<file path="src/design/hf_echo_map.vh">
// constants for the half-full and echo read output block
// How it works
// - half-full goes low on the write edge taking count above half depth
// - half-full returns high on the read edge bringing count to half or less
// - standard mode trips after half depth plus one writes from reset
// - compare depth is native depth, doubled when both ports are nine bits
// - fall-through mode adds the output word; trips after D/2 plus two writes
// - half-full is touched by both sides, so receivers synchronise it
// - echo read clock follows the read clock whatever the enables do
// - echo strobe goes low at a read clock rise with read and select low and not empty, and holds until the next rise
// - offset bits shift in on serial clock rise only while enable is low
// - output uses eighteen lines, or the low nine in nine-bit width
// - standard mode empty flag low while empty, and reads are held off
`ifndef HF_ECHO_MAP_VH
`define HF_ECHO_MAP_VH
`define NATIVE_DEPTH   13'h0800
`define PTR_W          13
`define DATA_W         18
`define OFFSET_W       12
`define LINK_DEPTH     8
`define LINK_AW        3
`endif

</file>
<file path="src/design/hf_echo_top.v">
// half-full flag, echo read clock and strobe, offset shifter, output width
`timescale 1ns/10ps
`include "hf_echo_map.vh"
module hf_echo_top #(
  parameter [`PTR_W-1:0] CMP_DEPTH = `NATIVE_DEPTH // word depth for the half-full compare
) (
  input  wire                 CLOCK,          // 50 MHz block clock
  input  wire                 RST_N,          // async reset, active low
  input  wire                 MASTER_RESET_N, // pin: master reset
  input  wire                 PARTIAL_RESET_N,// pin: partial reset
  input  wire                 FALL_THROUGH_MODE, // pin: 1 = first word fall through
  input  wire                 WIDE_IN,        // pin: input port 18 bits
  input  wire                 WIDE_OUT,       // pin: output port 18 bits
  input  wire                 WRITE_CLOCK,    // pin: writer clock
  input  wire                 WRITE_EN_N,     // pin: write enable
  input  wire [`DATA_W-1:0]   WRITE_DATA,     // pin: write word
  output wire                 WRITE_READY,    // link fifo has room
  input  wire                 READ_CLOCK,     // pin: reader clock
  input  wire                 READ_EN_N,      // pin: read enable
  input  wire                 READ_SELECT_N,  // pin: read chip select
  input  wire                 SERIAL_CLOCK,   // pin: offset serial clock
  input  wire                 OFFSET_SERIAL_ENABLE_N, // pin: serial enable
  input  wire                 SERIAL_IN,      // pin: serial data
  output reg  [`OFFSET_W-1:0] OFFSET_VALUE,   // shifted offset register
  output reg                  HALF_FULL_N,    // half-full flag
  output reg                  EMPTY_N,        // empty flag, standard mode
  output reg                  ECHO_READ_CLOCK,// echo of read clock
  output reg                  ECHO_READ_STROBE_N, // low for a read cycle
  output reg  [`DATA_W-1:0]   READ_DATA_OUT   // output data lines
);
  ////////////////////////////////////////////////////////////////////////////
  // reset release and pin synchronisers
  reg  [1:0] rst_sync;
  wire       rst_n = rst_sync[1];
  always @(posedge CLOCK or negedge RST_N)
  begin
    if (!RST_N) rst_sync <= 2'h0;
    else        rst_sync <= {rst_sync[0], 1'b1};
  end

  localparam NS = 7;
  wire [NS-1:0] pin_raw = {MASTER_RESET_N, PARTIAL_RESET_N, WRITE_CLOCK, READ_CLOCK,
                           SERIAL_CLOCK, OFFSET_SERIAL_ENABLE_N, SERIAL_IN};
  reg  [NS-1:0] s1_reg;
  reg  [NS-1:0] s2_reg;
  reg  [NS-1:0] s3_reg;   // previous sample, for edge detection
  // two flops per pin, then one more for edges
  always @(posedge CLOCK or negedge rst_n)
  begin
    if (!rst_n)
    begin
      s1_reg <= 7'h63;
      s2_reg <= 7'h63;
      s3_reg <= 7'h63;
    end
    else
    begin
      s1_reg <= pin_raw;
      s2_reg <= s1_reg;
      s3_reg <= s2_reg;
    end
  end
  wire mrs_n   = s2_reg[6];
  wire prs_n   = s2_reg[5];
  wire wclk_up = s2_reg[4] & ~s3_reg[4];
  wire rclk_up = s2_reg[3] & ~s3_reg[3];
  wire sclk_up = s2_reg[2] & ~s3_reg[2];
  wire clr     = ~mrs_n | ~prs_n;

  // data and write enable taken a further two flops so they align with the edge
  reg  [`DATA_W:0] wd1_reg;
  reg  [`DATA_W:0] wd2_reg;
  always @(posedge CLOCK or negedge rst_n)
  begin
    if (!rst_n)
    begin
      wd1_reg <= {(`DATA_W+1){1'b1}};
      wd2_reg <= {(`DATA_W+1){1'b1}};
    end
    else
    begin
      wd1_reg <= {WRITE_EN_N, WRITE_DATA};
      wd2_reg <= wd1_reg;
    end
  end
  reg  [1:0] rd1_reg;
  reg  [1:0] rd2_reg;
  always @(posedge CLOCK or negedge rst_n)
  begin
    if (!rst_n)
    begin
      rd1_reg <= 2'h3;
      rd2_reg <= 2'h3;
    end
    else
    begin
      rd1_reg <= {READ_EN_N, READ_SELECT_N};
      rd2_reg <= rd1_reg;
    end
  end

  ////////////////////////////////////////////////////////////////////////////
  // mode pins are static in use, but still pass two flops like every pin
  reg  [2:0] cfg1_reg;
  reg  [2:0] cfg2_reg;
  always @(posedge CLOCK or negedge rst_n)
  begin
    if (!rst_n)
    begin
      cfg1_reg <= 3'h3;
      cfg2_reg <= 3'h3;
    end
    else
    begin
      cfg1_reg <= {FALL_THROUGH_MODE, WIDE_IN, WIDE_OUT};
      cfg2_reg <= cfg1_reg;
    end
  end
  wire fall_through_mode_on  = cfg2_reg[2];
  wire wide_in  = cfg2_reg[1];
  wire wide_out = cfg2_reg[0];

  ////////////////////////////////////////////////////////////////////////////
  // data path: link fifo absorbs writes, read edge pops
  // writes that find the link fifo full are lost; WRITE_READY warns the writer
  wire               wr_req = wclk_up & ~wd2_reg[`DATA_W];
  wire               f_valid;
  wire [`DATA_W-1:0] f_data;
  wire               rd_ok = ~rd2_reg[1] & ~rd2_reg[0] & f_valid;
  wire               rd_go = rclk_up & rd_ok;
  link_fifo #(.W(`DATA_W), .D(`LINK_DEPTH), .AW(`LINK_AW)) u_fifo (
    .clk       (CLOCK),
    .rst_n     (rst_n),
    .flush     (clr),
    .in_data   (wd2_reg[`DATA_W-1:0]),
    .in_valid  (wr_req),
    .in_ready  (WRITE_READY),
    .out_data  (f_data),
    .out_valid (f_valid),
    .out_ready (rd_go)
  );

  ////////////////////////////////////////////////////////////////////////////
  // word-count pointers for the half-full compare; they count accepted words
  // only, so the flag can trip only while the compare depth is small against
  // what the link fifo holds; dropped writes never move the count
  reg  [`PTR_W-1:0] wptr_reg;
  reg  [`PTR_W-1:0] rptr_reg;
  wire              wr_acc = wr_req & WRITE_READY;
  wire              narrow_both = ~wide_in & ~wide_out;
  // limit: compare depth, doubled for nine-bit both ways; fall_through_mode adds one word
  wire [`PTR_W-1:0] depth = narrow_both ? {CMP_DEPTH[`PTR_W-2:0], 1'b0}
                                        : CMP_DEPTH;
  wire [`PTR_W-1:0] half  = fall_through_mode_on ? {1'b0, depth[`PTR_W-1:1]} + 13'h0001
                                    : {1'b0, depth[`PTR_W-1:1]};
  wire [`PTR_W-1:0] cnt_after_wr = wptr_reg + 13'h0001 - rptr_reg;
  wire [`PTR_W-1:0] cnt_after_rd = wptr_reg - rptr_reg - 13'h0001;
  always @(posedge CLOCK or negedge rst_n)
  begin
    if (!rst_n)
    begin
      wptr_reg    <= 13'h0000;
      rptr_reg    <= 13'h0000;
      HALF_FULL_N <= 1'b1;
    end
    else if (clr)
    begin
      wptr_reg    <= 13'h0000;
      rptr_reg    <= 13'h0000;
      HALF_FULL_N <= 1'b1;
    end
    else
    begin
      if (wr_acc) wptr_reg <= wptr_reg + 13'h0001;
      if (rd_go)  rptr_reg <= rptr_reg + 13'h0001;
      // write side sets, read side clears; flag is asynchronous to both clocks
      if (wr_acc && !rd_go && cnt_after_wr > half)
        HALF_FULL_N <= 1'b0;
      else if (rd_go && !wr_acc && cnt_after_rd <= half)
        HALF_FULL_N <= 1'b1;
    end
  end

  ////////////////////////////////////////////////////////////////////////////
  // echo clock, echo strobe, empty flag and output register
  // the echo trails the read clock by the synchroniser depth plus one flop,
  // so it moves on the same edge as the output lines, never ahead of them
  always @(posedge CLOCK or negedge rst_n)
  begin
    if (!rst_n)
    begin
      ECHO_READ_CLOCK    <= 1'b0;
      ECHO_READ_STROBE_N <= 1'b1;
      EMPTY_N            <= 1'b0;
      READ_DATA_OUT      <= 18'h00000;
    end
    else
    begin
      ECHO_READ_CLOCK <= s2_reg[3]; // free running, ignores enables
      if (rclk_up)
        ECHO_READ_STROBE_N <= ~rd_ok;
      EMPTY_N <= f_valid & ~clr;
      if (rd_go)
        READ_DATA_OUT <= wide_out ? f_data
                                  : {9'h000, f_data[8:0]};
    end
  end

  ////////////////////////////////////////////////////////////////////////////
  // serial offset shifter; partial reset keeps programmed settings
  always @(posedge CLOCK or negedge rst_n)
  begin
    if (!rst_n)
      OFFSET_VALUE <= 12'h000;
    else if (!mrs_n)
      OFFSET_VALUE <= 12'h000;
    else if (sclk_up && !s2_reg[1])
      OFFSET_VALUE <= {OFFSET_VALUE[`OFFSET_W-2:0], s2_reg[0]};
  end
endmodule // hf_echo_top

</file>
<file path="src/design/link_fifo.v">
// small parameterised fifo with valid and ready on both sides
`timescale 1ns/10ps
module link_fifo #(
  parameter W  = 18,
  parameter D  = 8,
  parameter AW = 3
) (
  input  wire          clk,      // block clock
  input  wire          rst_n,    // synchronised reset
  input  wire          flush,    // drop everything
  input  wire [W-1:0]  in_data,  // write word
  input  wire          in_valid, // write request
  output wire          in_ready, // space free
  output wire [W-1:0]  out_data, // head word
  output wire          out_valid,// head valid
  input  wire          out_ready // head taken
);
  reg [W-1:0]  mem [0:D-1];
  reg [AW:0]   wp_reg;
  reg [AW:0]   rp_reg;
  wire         do_wr = in_valid & in_ready;
  wire         do_rd = out_valid & out_ready;
  // full when the low bits meet and the wrap bits differ
  assign in_ready  = ~((wp_reg[AW-1:0] == rp_reg[AW-1:0]) & (wp_reg[AW] ^ rp_reg[AW]));
  assign out_valid = wp_reg != rp_reg;
  assign out_data  = mem[rp_reg[AW-1:0]];
  // pointers carry an extra wrap bit so full and empty stay distinct
  always @(posedge clk or negedge rst_n)
  begin
    if (!rst_n)
    begin
      wp_reg <= {(AW+1){1'b0}};
      rp_reg <= {(AW+1){1'b0}};
    end
    else if (flush)
    begin
      wp_reg <= {(AW+1){1'b0}};
      rp_reg <= {(AW+1){1'b0}};
    end
    else
    begin
      if (do_wr) wp_reg <= wp_reg + 1'b1;
      if (do_rd) rp_reg <= rp_reg + 1'b1;
    end
  end
  // storage array, no reset needed
  always @(posedge clk)
  begin
    if (do_wr) mem[wp_reg[AW-1:0]] <= in_data;
  end
endmodule // link_fifo

</file>
<file path="config.mk">
export PLATFORM = sky130hd
export DESIGN_NAME = hf_echo_top
export DESIGN_NICKNAME = d
export VERILOG_FILES = /design/src/design/hf_echo_top.v /design/src/design/link_fifo.v
export VERILOG_INCLUDE_DIRS = /design/src /design/src/design
export SDC_FILE = /design/constraint.sdc
export NUM_CORES = 1
export LEC_CHECK = 0
export BUFFER_PORTS_ARGS = -buffer_cell sky130_fd_sc_hd__buf_4
export CORE_ASPECT_RATIO = 1.2
export CORE_MARGIN = 1
export CORE_UTILIZATION = 40
export CTS_CLUSTER_DIAMETER = 150
export DETAILED_ROUTE_END_ITERATION = 7
export GPL_TIMING_DRIVEN = 1
export PLACE_DENSITY_LB_ADDON = 0.1
export SYNTH_ARGS = -nofsm -noshare
export SYNTH_HDL_FRONTEND = slang
export SYNTH_SLANG_ARGS = --single-unit
</file>
<file path="constraint.sdc">
create_clock -name CLOCK -period 3.75 [get_ports CLOCK]
set_clock_uncertainty 0.1 [all_clocks]
set_input_delay 0.375 -clock CLOCK [delete_from_list [all_inputs] [get_ports CLOCK]]
set_output_delay 0.375 -clock CLOCK [all_outputs]
set_load 0.03 [all_outputs]
</file>
==> impl_results.md <==
* Ant diodes at 0
* Final Hold Viols at 0
* Die Wd at 157 microns
* # port buffers at 67
* Placed Cells at 1228
* Synth area leader: edfxtp_1
* #FFs+latches synth at 278
* Register area share after synthesis at 0.669
* Post-DP HPWL at 15.6 mm
* Crit Path Class: register to register
* Yosys cell types at 58
* Gr ovfl total at 0
* Post-route insts no fill at 1314
* Gate count of the mapped netlist at 771
* Hold Crit Class: input port to async pin
* Mean number of vias per cell at 5.03
* Most used DFF post-synth: edfxtp_1
* Total power at 6.48 mW
* Synthesized area at 0.0116 sq mm
* RSZ-0062 raised after global routing: yes
* Vias in the first global route at 7080
* Clk slew on worst S/H paths at 0.07 ns
* DIE HEIGHT at 188 microns
* CP max FO at 5
* CP arrival at 4.09 ns
* Initial DRC Count at 317
* Largest net degree at the start of global routing at 70
* PwrDens at 458 mW/mm^2
* Syn Area/Cell at 15.0 sq um
* Register area at 0.00775 sq mm
* CP endpoint kind: register
* Most frequent cells in the layout: 144 x edfxtp_1, 107 x buf_4, 74 x dfrtp_1, 56 x dfstp_2, 56 x nand2_1
* Pre-Repair DR Iteration Count at 4
* Final WS setup at 0.0359 ns
* Detail Route Antenna Nets at 0
* Cts bufs inserted at 29
* Yosys top cell area share at 0.373
* CTS root buf: clkbuf_16
* Core Util, Final at 0.502
* Number of synthesized flops with an enable pin at 144
* Ys async rst share at 0.482
* Initial antenna violation count at 0
* Worst-margin pin slew at 1.19 ns
* Yosys warns at 0
* Slew Viols, Final at 0
* Critical Path Slowest Stage Cell: dfrtp_1
* # setup viols final at 0
* FMAX at 269 MHz
* GP Congestion at 0.841
* Area growth syn-to-layout at 22.2%
* Multi-input logic area at 0.00371 sq mm
* Critical Path Max Stage Delay at 0.41 ns
* Core area at 0.0282 sq mm
* Cell Chain, Critical Path: and3_4 -> nand3_2 -> xnor2_1 -> ha_1 -> or2_1 -> a21oi_1 -> a31oi_1 -> a31o_1 -> a21o_1 -> a21oi_2 -> xnor2_1 -> ha_2 -> nor3b_2 -> a31oi_1 -> nor4_1 -> nand4_1 -> o41ai_2 -> a2111oi_2 -> a21oi_2
* Most common cell after layout, fill and taps aside: edfxtp_1
* Ports at 68
* Clock Sinks at 278
* Minimum clock period at 3.71 ns
* Post-layout instance area at 0.0141 sq mm
* WP data required at 4.13 ns
* Vias at 6608
* Top cells by area, synth: edfxtp_1 37%, dfrtp_1 17%, dfstp_2 13%
* Die area at 0.0296 sq mm
* Leak at 5.40 nW
* Maximum vdd ir drop at 0.427 mV
* Final wirelength at 24.8 mm
* CTS tree: yes
* Startpoint Class: register
* Area post-placement at 0.0128 sq mm
* Clock H-tree levels at 1
* # fillers at 2459
* Post-place setup slack at -0.00286 ns
* Max-Cap Viols at 0
* DRC at 0
* Share of cells above drive strength 1 at 0.299
* Total track usage at 0.176
* Outcome: finished clean
* Max reg flops at 144
* Slew margin rel. at 0.206
* Fin crit share at 0.990
* First-pass GRT wire length at 39.2 mm
* Hold_ws at 0.0427 ns
* Setup_tns at 0 ns
* Rows at 67
* Clk_lat worst skew at 0.55 ns
* Initial Util at 0.411
* Mapped Nets at 841
* Final nets at 982
* Max Root-Sink Buffers at 3
* Post-DR wirelength/cell at 18.8 microns
-- routing by layer --
metal,track usage,part of all wire
met4,0.0508,0.021
met5,0,0
met3,0.0248,0.036
met1,0.213,0.40
met2,0.321,0.54
-- cells by family (layout without fill, tap and decap cells) --
group / after synthesis / in the layout / synth area share
flops: 278 / 278 / 0.669
simple gates: 187 / 187 / 0.0795
compound gates: 86 / 86 / 0.0469
mux: 68 / 68 / 0.0978
xor+xnor: 61 / 61 / 0.0461
buf+inv: 53 / 217 / 0.0191
fa+ha+maj: 37 / 37 / 0.0413
other cells: 1 / 1 / 0.000324
-- where the power goes --
| part | total, mW | internal [mW] | switching [mW] | leakage [nW] |
|---|---|---|---|---|
| clock network | 2.94 | 1.76 | 1.18 | 0.485 |
| logic | 0.192 | 0.0929 | 0.0986 | 1.98 |
| registers | 3.35 | 3.30 | 0.0554 | 2.94 |
| total | 6.48 | 5.15 | 1.33 | 5.40 |
-- Yosys cell counts, drive strengths merged (2+ instances only) --
cell type and n:
a31oi 2, buf 14, xnor2 30, nor2b 14, edfxtp 144, o41ai 3
inv 24, dfstp 56, clkbuf 15, o21ai 32, dfrtp 78, ha 35
xor2 31, nor4b 2, mux2i 31, nand2 56, and3 4, nand4 8
nand3 13, a211oi 5, mux4 36, a21oi 25, nor4 5, nor3b 5
or2 3, nor3 15, fa 2, nor2 52, o21a 3, and2 2
a21o 7, nand2b 5
-- worst max-delay path, delay by kind of cell (launching register included) --
| family | cells | cell delay [ns] |
|---|---|---|
| xor+xnor | 2 | 0.22 |
| fa+ha+maj | 2 | 0.48 |
| simple gates | 6 | 0.99 |
| compound gates | 9 | 1.44 |
| flops | 1 | 0.41 |
-- path summary, 6_finish.rpt --
path / from / endpoint / slack, ns / cells after the start
min in group CLOCK: s1_reg[2]$_DFF_PN0_ / s2_reg[2]$_DFF_PN0_ / 0.25 / 0
worst max-delay path: wptr_reg[0]$_DFFE_PN0P_ / HALF_FULL_N$_DFFE_PN1P_ / 0.04 / 19
worst max register to register: wptr_reg[0]$_DFFE_PN0P_ / HALF_FULL_N$_DFFE_PN1P_ / 0.04 / 19
worst min register to register: s1_reg[2]$_DFF_PN0_ / s2_reg[2]$_DFF_PN0_ / 0.25 / 0
max in group asynchronous: rst_sync[1]$_DFF_PN0_ / wd2_reg[0]$_DFF_PN1_ / 2.18 / 1
worst min-delay path: RST_N / rst_sync[0]$_DFF_PN0_ / 0.04 / 2
-- repair_timing --
item | 4_1_cts | 5_1_grt
endpoints found under the setup margin | 1 | 1
hold buffers | 32 | 0
gates resized for setup | 4 | 5
setup buffers | 0 | 0
pin swaps | 0 | 0
hold endpoints to repair | 33 | 0
-- cell type report --
class,count,share of cell area
multi-input combinational,440,0.262
timing repair buffer,139,0.0794
inverter,24,0.00637
clock inverter,14,0.0117
tap,379,0.0335
sequential,278,0.548
clock buffer,40,0.0588
No activity file was read; power rests on OpenSTA's default activity.
